## src/pnr_pkg.sv

```systemverilog
package pnr_pkg;

    // register offsets in the data memory window of the port block
    localparam logic [2:0] PNR_OFS_DATA = 3'h0;
    localparam logic [2:0] PNR_OFS_DIR = 3'h1;
    localparam logic [2:0] PNR_OFS_PULLUP = 3'h2;
    localparam logic [2:0] PNR_OFS_WAKE = 3'h3;
    localparam logic [2:0] PNR_OFS_REMAP = 3'h4;
    localparam logic [2:0] PNR_OFS_ANALOG = 3'h5;

    // values after reset
    localparam logic [7:0] PNR_DATA_RST = 8'hFF;
    localparam logic [7:0] PNR_DIR_RST = 8'hFF;
    localparam logic [7:0] PNR_PULLUP_RST = 8'h00;
    localparam logic [7:0] PNR_WAKE_RST = 8'h00;
    localparam logic [3:0] PNR_KEY_RST = 4'h5;
    localparam logic [2:0] PNR_SEL_RST = 3'h0;
    localparam logic [7:0] PNR_ANALOG_RST = 8'hFF;

    // remap register layout
    localparam logic [3:0] PNR_KEY_OPEN = 4'hA;
    localparam int PNR_KEY_LSB = 4;
    localparam int PNR_UNIMPL_BIT = 3;
    localparam int PNR_IRQ_SEL_BIT = 2;

    // line numbers used by the routing table
    localparam logic [2:0] PNR_LINE0 = 3'h0;
    localparam logic [2:0] PNR_LINE1 = 3'h1;
    localparam logic [2:0] PNR_LINE2 = 3'h2;
    localparam logic [2:0] PNR_LINE3 = 3'h3;
    localparam logic [2:0] PNR_LINE4 = 3'h4;
    localparam logic [2:0] PNR_LINE5 = 3'h5;
    localparam logic [2:0] PNR_LINE6 = 3'h6;
    localparam logic [2:0] PNR_LINE7 = 3'h7;

    typedef struct packed {
        logic wr;            // byte write
        logic rd;            // byte read
        logic bit_op;        // single-bit set or clear
        logic [2:0] bit_idx; // bit chosen by bit_op
        logic bit_val;       // 1 sets, 0 clears
        logic [2:0] addr;    // register offset
        logic [7:0] wdata;   // byte write data
    } pnr_req_t;

    typedef struct packed {
        logic out_a;
        logic out_b;
        logic c_main;
        logic c_alt;
    } pnr_tmr_t;

    typedef struct packed {
        logic [2:0] irq;
        logic [2:0] out_a;
        logic [2:0] out_b;
        logic [2:0] c_main;
        logic [2:0] c_alt;
    } pnr_pos_t;

endpackage

```

## src/pnr_route.sv

```systemverilog
`timescale 1ns/1ps
module pnr_route
    import pnr_pkg::*;
(
    input wire logic [2:0] sel,         // remap selection bits
    input wire logic three_timer,       // 1 for the three-timer variant
    output pnr_pos_t pos                // line of each routed function
);

    always_comb
    begin
        pos.irq = sel[PNR_IRQ_SEL_BIT] ? PNR_LINE7 : PNR_LINE3;
        unique case (sel[1:0])
            2'h0:
            begin
                pos.out_a = PNR_LINE3;
                pos.out_b = PNR_LINE4;
                pos.c_alt = PNR_LINE5;
                pos.c_main = PNR_LINE6;
            end
            2'h1:
            begin
                pos.out_a = PNR_LINE3;
                pos.out_b = PNR_LINE4;
                pos.c_alt = three_timer ? PNR_LINE0 : PNR_LINE5;
                pos.c_main = three_timer ? PNR_LINE1 : PNR_LINE6;
            end
            2'h2:
            begin
                pos.out_a = PNR_LINE5;
                pos.out_b = PNR_LINE6;
                pos.c_alt = PNR_LINE2;
                pos.c_main = PNR_LINE7;
            end
            2'h3:
            begin
                pos.out_a = PNR_LINE2;
                pos.out_b = PNR_LINE7;
                pos.c_alt = PNR_LINE5;
                pos.c_main = PNR_LINE6;
            end
        endcase
    end

endmodule // pnr_route

```

## src/pnr_port.sv

```systemverilog
`timescale 1ns/1ps
// Operation
// - direction bit 0 makes the line an output, 1 an input
// - remap key resets to 0101; selection writes only when key is 1010
// - remap bit 3 is unimplemented and reads zero
// - remap bit 2 puts interrupt and clock b on line 7, else line 3
// - two-timer code 0x: output a on 3, output b/clock a on 4
// - two-timer code 10: lines 5 and 6; code 11: lines 2 and 7
// - three-timer code 00: a/clock c 3, b/clock a 4, alt 5, main 6
// - three-timer code 01: lines 3,4 as 00; alt on 0, main on 1
// - three-timer code 10: 5,6,2,7; code 11: 2,7,5,6
// - analog function wins over digital function on the same pin
// - pin goes to every active analog module at once
// - data and direction registers reset to all ones, lines are inputs
// - a new output drives its data latch, high after reset
// - bit set or clear reads whole port, modifies bit, writes byte back
// - converter-shared pins reset to analog with converter kept off
// - enabled converter channel disconnects the pull-up on that pin
// - in sleep or idle, falling edge on wake-enabled line wakes device
// - wake enable register has one enable bit per line
// - pull-up enable bit connects weak pull-up while line is input
// - reading an output line returns its data latch, not the pin
module pnr_port
    import pnr_pkg::*;
#(
    parameter bit THREE_TIMER = 1'b0     // three-timer variant when set
)
(
    input wire logic ref_clk,            // system clock
    input wire logic arst_n,             // async reset, active low
    input pnr_req_t req,                 // register access request
    output logic [7:0] rdata,            // read data, one cycle after rd
    input wire logic [7:0] pin_in,       // pin levels
    output logic [7:0] pin_out,          // pin output levels
    output logic [7:0] pin_oe_n,         // 0 while the line is driven
    output logic [7:0] pullup_en,        // weak pull-up connect per line
    output logic [7:0] analog_conn,      // pin connected to analog modules
    input pnr_tmr_t tmr_val,             // timer output levels
    input pnr_tmr_t tmr_en,              // timer output functions enabled
    output logic timer_clock_in_a,       // routed timer clock a
    output logic timer_clock_in_b,       // routed timer clock b
    output logic timer_clock_in_c,       // routed timer clock c
    output logic ext_irq_in,             // routed external interrupt input
    input wire logic sleep_mode,         // device is in sleep or idle
    output logic wake_up                 // wake pulse, one cycle
);

    logic [7:0] port_data_reg_q;
    logic [7:0] port_direction_reg_q;
    logic [7:0] pullup_enable_reg_q;
    logic [7:0] wake_enable_reg_q;
    logic [3:0] remap_lock_key_q;
    logic irq_clock_route_sel_q;
    logic [1:0] timer_out_route_sel_q;
    logic [7:0] analog_sel_q;
    logic [7:0] pin_prev_q;
    logic [7:0] rd_view;
    logic [7:0] port_read;
    logic [7:0] rmw_byte;
    logic wr_do;
    logic [7:0] wr_byte;
    logic [7:0] tmr_drv;
    logic [7:0] tmr_lvl;
    logic [7:0] pin_out_d;
    logic [7:0] pin_oe_n_d;
    pnr_pos_t pos;

    pnr_route u_route
    (
        .sel({irq_clock_route_sel_q, timer_out_route_sel_q}),
        .three_timer(THREE_TIMER),
        .pos(pos)
    );

    // output lines read back their latch
    always_comb
    begin
        for (int k = 0; k < 8; k++)
        begin
            port_read[k] = port_direction_reg_q[k] ? pin_in[k]
                                                   : port_data_reg_q[k];
        end
    end

    always_comb
    begin
        unique case (req.addr)
            PNR_OFS_DATA: rd_view = port_read;
            PNR_OFS_DIR: rd_view = port_direction_reg_q;
            PNR_OFS_PULLUP: rd_view = pullup_enable_reg_q;
            PNR_OFS_WAKE: rd_view = wake_enable_reg_q;
            PNR_OFS_REMAP: rd_view = {remap_lock_key_q, 1'b0,
                irq_clock_route_sel_q, timer_out_route_sel_q};
            PNR_OFS_ANALOG: rd_view = analog_sel_q;
            default: rd_view = 8'h00;
        endcase
    end

    // bit operation: whole byte read, one bit changed, byte written back
    always_comb
    begin
        rmw_byte = rd_view;
        rmw_byte[req.bit_idx] = req.bit_val;
    end

    assign wr_do = req.wr | req.bit_op;
    assign wr_byte = req.bit_op ? rmw_byte : req.wdata;

    always_ff @(posedge ref_clk or negedge arst_n)
    begin
        if (!arst_n)
            rdata <= 8'h00;
        else if (req.rd)
            rdata <= rd_view;
    end

    always_ff @(posedge ref_clk or negedge arst_n)
    begin
        if (!arst_n)
            port_data_reg_q <= PNR_DATA_RST;
        else if (wr_do && req.addr == PNR_OFS_DATA)
            port_data_reg_q <= wr_byte;
    end

    always_ff @(posedge ref_clk or negedge arst_n)
    begin
        if (!arst_n)
            port_direction_reg_q <= PNR_DIR_RST;
        else if (wr_do && req.addr == PNR_OFS_DIR)
            port_direction_reg_q <= wr_byte;
    end

    always_ff @(posedge ref_clk or negedge arst_n)
    begin
        if (!arst_n)
            pullup_enable_reg_q <= PNR_PULLUP_RST;
        else if (wr_do && req.addr == PNR_OFS_PULLUP)
            pullup_enable_reg_q <= wr_byte;
    end

    always_ff @(posedge ref_clk or negedge arst_n)
    begin
        if (!arst_n)
            wake_enable_reg_q <= PNR_WAKE_RST;
        else if (wr_do && req.addr == PNR_OFS_WAKE)
            wake_enable_reg_q <= wr_byte;
    end

    always_ff @(posedge ref_clk or negedge arst_n)
    begin
        if (!arst_n)
            analog_sel_q <= PNR_ANALOG_RST;
        else if (wr_do && req.addr == PNR_OFS_ANALOG)
            analog_sel_q <= wr_byte;
    end

    // key field always takes the write
    always_ff @(posedge ref_clk or negedge arst_n)
    begin
        if (!arst_n)
            remap_lock_key_q <= PNR_KEY_RST;
        else if (wr_do && req.addr == PNR_OFS_REMAP)
            remap_lock_key_q <= wr_byte[7:PNR_KEY_LSB];
    end

    // selections only move while the old key reads open
    always_ff @(posedge ref_clk or negedge arst_n)
    begin
        if (!arst_n)
        begin
            irq_clock_route_sel_q <= PNR_SEL_RST[2];
            timer_out_route_sel_q <= PNR_SEL_RST[1:0];
        end
        else if (wr_do && req.addr == PNR_OFS_REMAP
                 && remap_lock_key_q == PNR_KEY_OPEN)
        begin
            irq_clock_route_sel_q <= wr_byte[PNR_IRQ_SEL_BIT];
            timer_out_route_sel_q <= wr_byte[1:0];
        end
    end

    // per-line pin function priority: analog, timer, port latch
    genvar i;
    generate
        for (i = 0; i < 8; i++)
        begin : g_line
            logic hit_a;
            logic hit_b;
            logic hit_m;
            logic hit_c;
            assign hit_a = tmr_en.out_a && pos.out_a == 3'(i);
            assign hit_b = tmr_en.out_b && pos.out_b == 3'(i);
            assign hit_m = THREE_TIMER && tmr_en.c_main
                           && pos.c_main == 3'(i);
            assign hit_c = THREE_TIMER && tmr_en.c_alt
                           && pos.c_alt == 3'(i);
            assign tmr_drv[i] = hit_a | hit_b | hit_m | hit_c;
            assign tmr_lvl[i] = (hit_a & tmr_val.out_a)
                                | (hit_b & tmr_val.out_b)
                                | (hit_m & tmr_val.c_main)
                                | (hit_c & tmr_val.c_alt);
            always_comb
            begin
                if (analog_sel_q[i])
                begin
                    pin_oe_n_d[i] = 1'b1;
                    pin_out_d[i] = 1'b0;
                end
                else if (tmr_drv[i])
                begin
                    pin_oe_n_d[i] = 1'b0;
                    pin_out_d[i] = tmr_lvl[i];
                end
                else
                begin
                    pin_oe_n_d[i] = port_direction_reg_q[i];
                    pin_out_d[i] = port_data_reg_q[i];
                end
            end
        end
    endgenerate

    always_ff @(posedge ref_clk or negedge arst_n)
    begin
        if (!arst_n)
        begin
            pin_oe_n <= 8'hFF;
            pin_out <= PNR_DATA_RST;
            pullup_en <= 8'h00;
            analog_conn <= 8'h00;
        end
        else
        begin
            pin_oe_n <= pin_oe_n_d;
            pin_out <= pin_out_d;
            pullup_en <= pullup_enable_reg_q & pin_oe_n_d
                         & ~analog_sel_q;
            analog_conn <= analog_sel_q;
        end
    end

    // routed inputs, registered once
    always_ff @(posedge ref_clk or negedge arst_n)
    begin
        if (!arst_n)
        begin
            ext_irq_in <= 1'b1;
            timer_clock_in_a <= 1'b0;
            timer_clock_in_b <= 1'b0;
            timer_clock_in_c <= 1'b0;
        end
        else
        begin
            ext_irq_in <= pin_in[pos.irq];
            timer_clock_in_b <= pin_in[pos.irq];
            timer_clock_in_a <= pin_in[pos.out_b];
            timer_clock_in_c <= THREE_TIMER & pin_in[pos.out_a];
        end
    end

    always_ff @(posedge ref_clk or negedge arst_n)
    begin
        if (!arst_n)
        begin
            pin_prev_q <= 8'hFF;
            wake_up <= 1'b0;
        end
        else
        begin
            pin_prev_q <= pin_in;
            wake_up <= sleep_mode
                       && |(wake_enable_reg_q & pin_prev_q & ~pin_in);
        end
    end
endmodule // pnr_port

```

## config.mk

```make
export PLATFORM = sky130hd
export DESIGN_NAME = pnr_port
export DESIGN_NICKNAME = d
export VERILOG_FILES = /design/src/pnr_pkg.sv /design/src/pnr_route.sv /design/src/pnr_port.sv
export SDC_FILE = /design/constraint.sdc
export NUM_CORES = 1
export LEC_CHECK = 0
export ABC_AREA = 1
export BUFFER_PORTS_ARGS = -buffer_cell sky130_fd_sc_hd__buf_2
export CORE_MARGIN = 2
export CORE_UTILIZATION = 56
export DETAILED_ROUTE_END_ITERATION = 12
export GPL_TIMING_DRIVEN = 1
export PLACE_DENSITY = 0.86
export RECOVER_POWER = 25
export SYNTH_ARGS = -nofsm -noshare
export SYNTH_HDL_FRONTEND = slang
export SYNTH_SLANG_ARGS = --single-unit
```

## constraint.sdc

```tcl
create_clock -name ref_clk -period 1.5 [get_ports ref_clk]
set_clock_uncertainty 0.05 [all_clocks]
set_input_delay 0.15 -clock ref_clk [delete_from_list [all_inputs] [get_ports ref_clk]]
set_output_delay 0.15 -clock ref_clk [all_outputs]
set_load 0.01 [all_outputs]
```

==> flow_metrics.env <==
export IMPL_cts_sinks=99
export IMPL_start_util_pct=57.7
export IMPL_drc=0
export IMPL_synth_top_cell_by_area="dfstp_2"
export IMPL_worstSetupPathType="reg2reg"
export IMPL_wire_per_inst_um=16.5
export IMPL_grt_max_degree=40
export IMPL_pin_count=82
export IMPL_crit_arrival_ns=1.71
export IMPL_hold_path_class="in2reg"
export IMPL_instances_no_fill=782
export IMPL_htreeDepth=3
export IMPL_ys_seq_area_share_pct=53.8
export IMPL_dieHeight_um=95.8
export IMPL_power_total_mw=7.08
export IMPL_die_w_um=95.8
export IMPL_status="finished, final reports clean"
export IMPL_cap_viol_max_count=0
export IMPL_drt_iter0_markers=564
export IMPL_fmax_mhz=673
export IMPL_area_delta_synth_final_pct=22.0
export IMPL_worstPathRequired_ns=1.72
export IMPL_leakage_nw=3.00
export IMPL_ys_flop_type="dfstp_2"
export IMPL_ant_nets=0
export IMPL_fin_crit_sh_pct=99.1
export IMPL_viasPerCell=5.61
export IMPL_synthTopCellsByArea="dfstp_2 28%, dfrtp_1 25%, nand2_1 18%, inv_1 3.6%, nor2_1 3.5%"
export IMPL_grt_usage_pct=28.8
export IMPL_fill_cells=590
export IMPL_async_flop_share_pct=100
export IMPL_antenna_cells=0
export IMPL_hold_slack_ns=0.0196
export IMPL_rsz0062_at_grt="yes"
export IMPL_dpl_hpwl_um=9290
export IMPL_insertion_delay_ns=0.38
export IMPL_syn_area_per_cell_um2=8.37
export IMPL_setup_violations=0
export IMPL_whs_path_depth=3
export IMPL_dp_cells=747
export IMPL_numCtsBuffers=9
export IMPL_grt_pass1_wl_um=19700
export IMPL_yosys_warnings=0
export IMPL_cts_tree="yes"
export IMPL_synth_top_area_share_pct=28.4
export IMPL_yosys_top_cells_count="226 x nand2_1, 51 x dfstp_2, 48 x dfrtp_1"
export IMPL_drv_slew=0
export IMPL_fin_util_pct=70.4
export IMPL_dr_pass1_iters=5
export IMPL_synth_cells=564
export IMPL_yosysMostFrequentCell="nand2_1"
export IMPL_vias=4388
export IMPL_antenna_found_initial=0
export IMPL_drive_gt1_share_pct=37.2
export IMPL_netlist_area_mm2=0.00472
export IMPL_hold_viol=0
export IMPL_cp_max_fo=6
export IMPL_clk_pin_slew_worst_paths_ns=0.09
export IMPL_grt_overflow_total=0
export IMPL_rr_worst_depth=11
export IMPL_ys_ff_latch=99
export IMPL_rows=33
export IMPL_core_region_area_mm2=0.00818
export IMPL_portBuffers=76
export IMPL_syn_num_nets=601
export IMPL_die_area_mm2=0.00918
export IMPL_synth_edf_count=0
export IMPL_power_density_mw_per_mm2=1230
export IMPL_end_kind="flip-flop"
export IMPL_synth_cell_type_count=30
export IMPL_finalWeightedCongestion=1.01
export IMPL_clock_path_buffers=2
export IMPL_ir_worst_vdd_uv=575
export IMPL_nNetsFinal=709
export IMPL_min_period_ns=1.49
export IMPL_cts_root_buf="clkbuf_8"
export IMPL_startpoint_type="flip-flop"
export IMPL_grt_pass1_vias=4074
export IMPL_drt_wl_total_um=12900
==> sequential cells by signal (all words and copies together), names as in the netlist, 8 cells and up <==
name                  cells
analog_conn               8
analog_sel_q              8
pin_oe_n                  8
pin_out                   8
pin_prev_q                8
port_data_reg_q           8
port_direction_reg_q      8
pullup_en                 8
pullup_enable_reg_q       8
rdata                     8
wake_enable_reg_q         8
==> cells by family (layout without fill, tap and decap cells) <==
| kind of cell | Yosys count | in the layout | synth area share [%] |
|---|---|---|---|
| AOI/OAI and AO/OA | 24 | 24 | 3.21 |
| buffers and inverters | 67 | 180 | 6.68 |
| DFF | 99 | 99 | 53.8 |
| other | 1 | 1 | 0.0795 |
| and+or+nand+nor | 373 | 373 | 36.2 |
==> worst max-delay path: stages (launching register included) <==
cell,delay [ns]
dfstp_2,0.57
inv_1,0.04
nand2_1,0.04
nand2_1,0.06
nand2_1,0.08
nand2_2,0.07
inv_2,0.07
nand3_2,0.08
nand2_2,0.10
nand2_4,0.10
nand2_2,0.08
nand2_1,0.05
==> area by class of cell <==
type	instances	area, um2	area share (%)
Sequential cell	99	2540	44.1
Multi-Input combinational cell	398	1960	34.0
Timing Repair Buffer	113	726	12.6
Inverter	51	196	3.41
Clock buffer	11	141	2.46
Tap cell	105	131	2.28
Clock inverter	5	62.6	1.09
==> through the flow <==
step | setup WS (ns) | cell area (um2) | TNS [ns]
after global routing | -0.0532 | 5760 | -0.520
after global placement | -0.0467 | 5290 | -0.842
after CTS | 0.00976 | 5610 | 0
after floorplan | 0.245 | 4720 | 0
after detailed placement | -0.0955 | 5290 | -2.46
final | 0.0138 | 5760 | 0
==> path summary, 6_finish.rpt <==
kind                                               from                     end  slack, ns
worst max-delay path            port_direction_reg_q[0]  pullup_enable_reg_q[0]       0.01
worst min-delay path                          tmr_en[2]              pin_out[4]       0.02
worst max register to register  port_direction_reg_q[0]  pullup_enable_reg_q[0]       0.01
worst min register to register          analog_sel_q[5]          analog_conn[5]       0.39
max in group asynchronous                        arst_n      port_data_reg_q[3]       0.64
min in group asynchronous                        arst_n  pullup_enable_reg_q[0]       0.18
==> where the power goes <==
| part | internal (mW) | switching (mW) | total [mW] |
|---|---|---|---|
| logic | 0.644 | 1.03 | 1.68 |
| clock network | 0.826 | 0.937 | 1.76 |
| registers | 3.32 | 0.319 | 3.64 |
| total | 4.79 | 2.29 | 7.08 |
==> layer usage <==
layer	track usage [%]	wire length, um	up-vias
met5	0	0	-
met4	13.9	435	0
met3	5.40	1200	43
met2	47.8	6280	288
met1	36.3	4990	2072
li1	-	-	1985
==> layout by cell type (no fill, tap or decap), types with 3 or more instances in the layout <==
cell,Yosys,layout
nand2_1,226,204
buf_2,2,75
dfstp_2,51,51
dfrtp_1,48,48
nor2_1,44,44
inv_1,45,41
nand3_1,27,26
nand2_2,11,26
nand4_1,24,24
buf_4,3,24
nor2_2,22,22
dlygate4sd3_1,0,11
clkbuf_8,0,10
nand3_2,8,9
inv_2,4,8
a31oi_1,8,8
nand2_4,0,7
o21ai_0,6,6
nor2_4,4,4
a21oi_1,3,3
a211oi_1,3,3
buf_12,0,3
==> repair_timing <==
| action | CTS | global route |
|---|---|---|
| endpoints found under the hold margin | 77 | 0 |
| buffers inserted | 1 | 7 |
| pin swaps | 0 | 26 |
| resized for setup | 1 | 33 |
| hold buffers | 11 | 0 |
| setup endpoints to repair | 3 | 39 |
(Power assumes the default switching activity.)
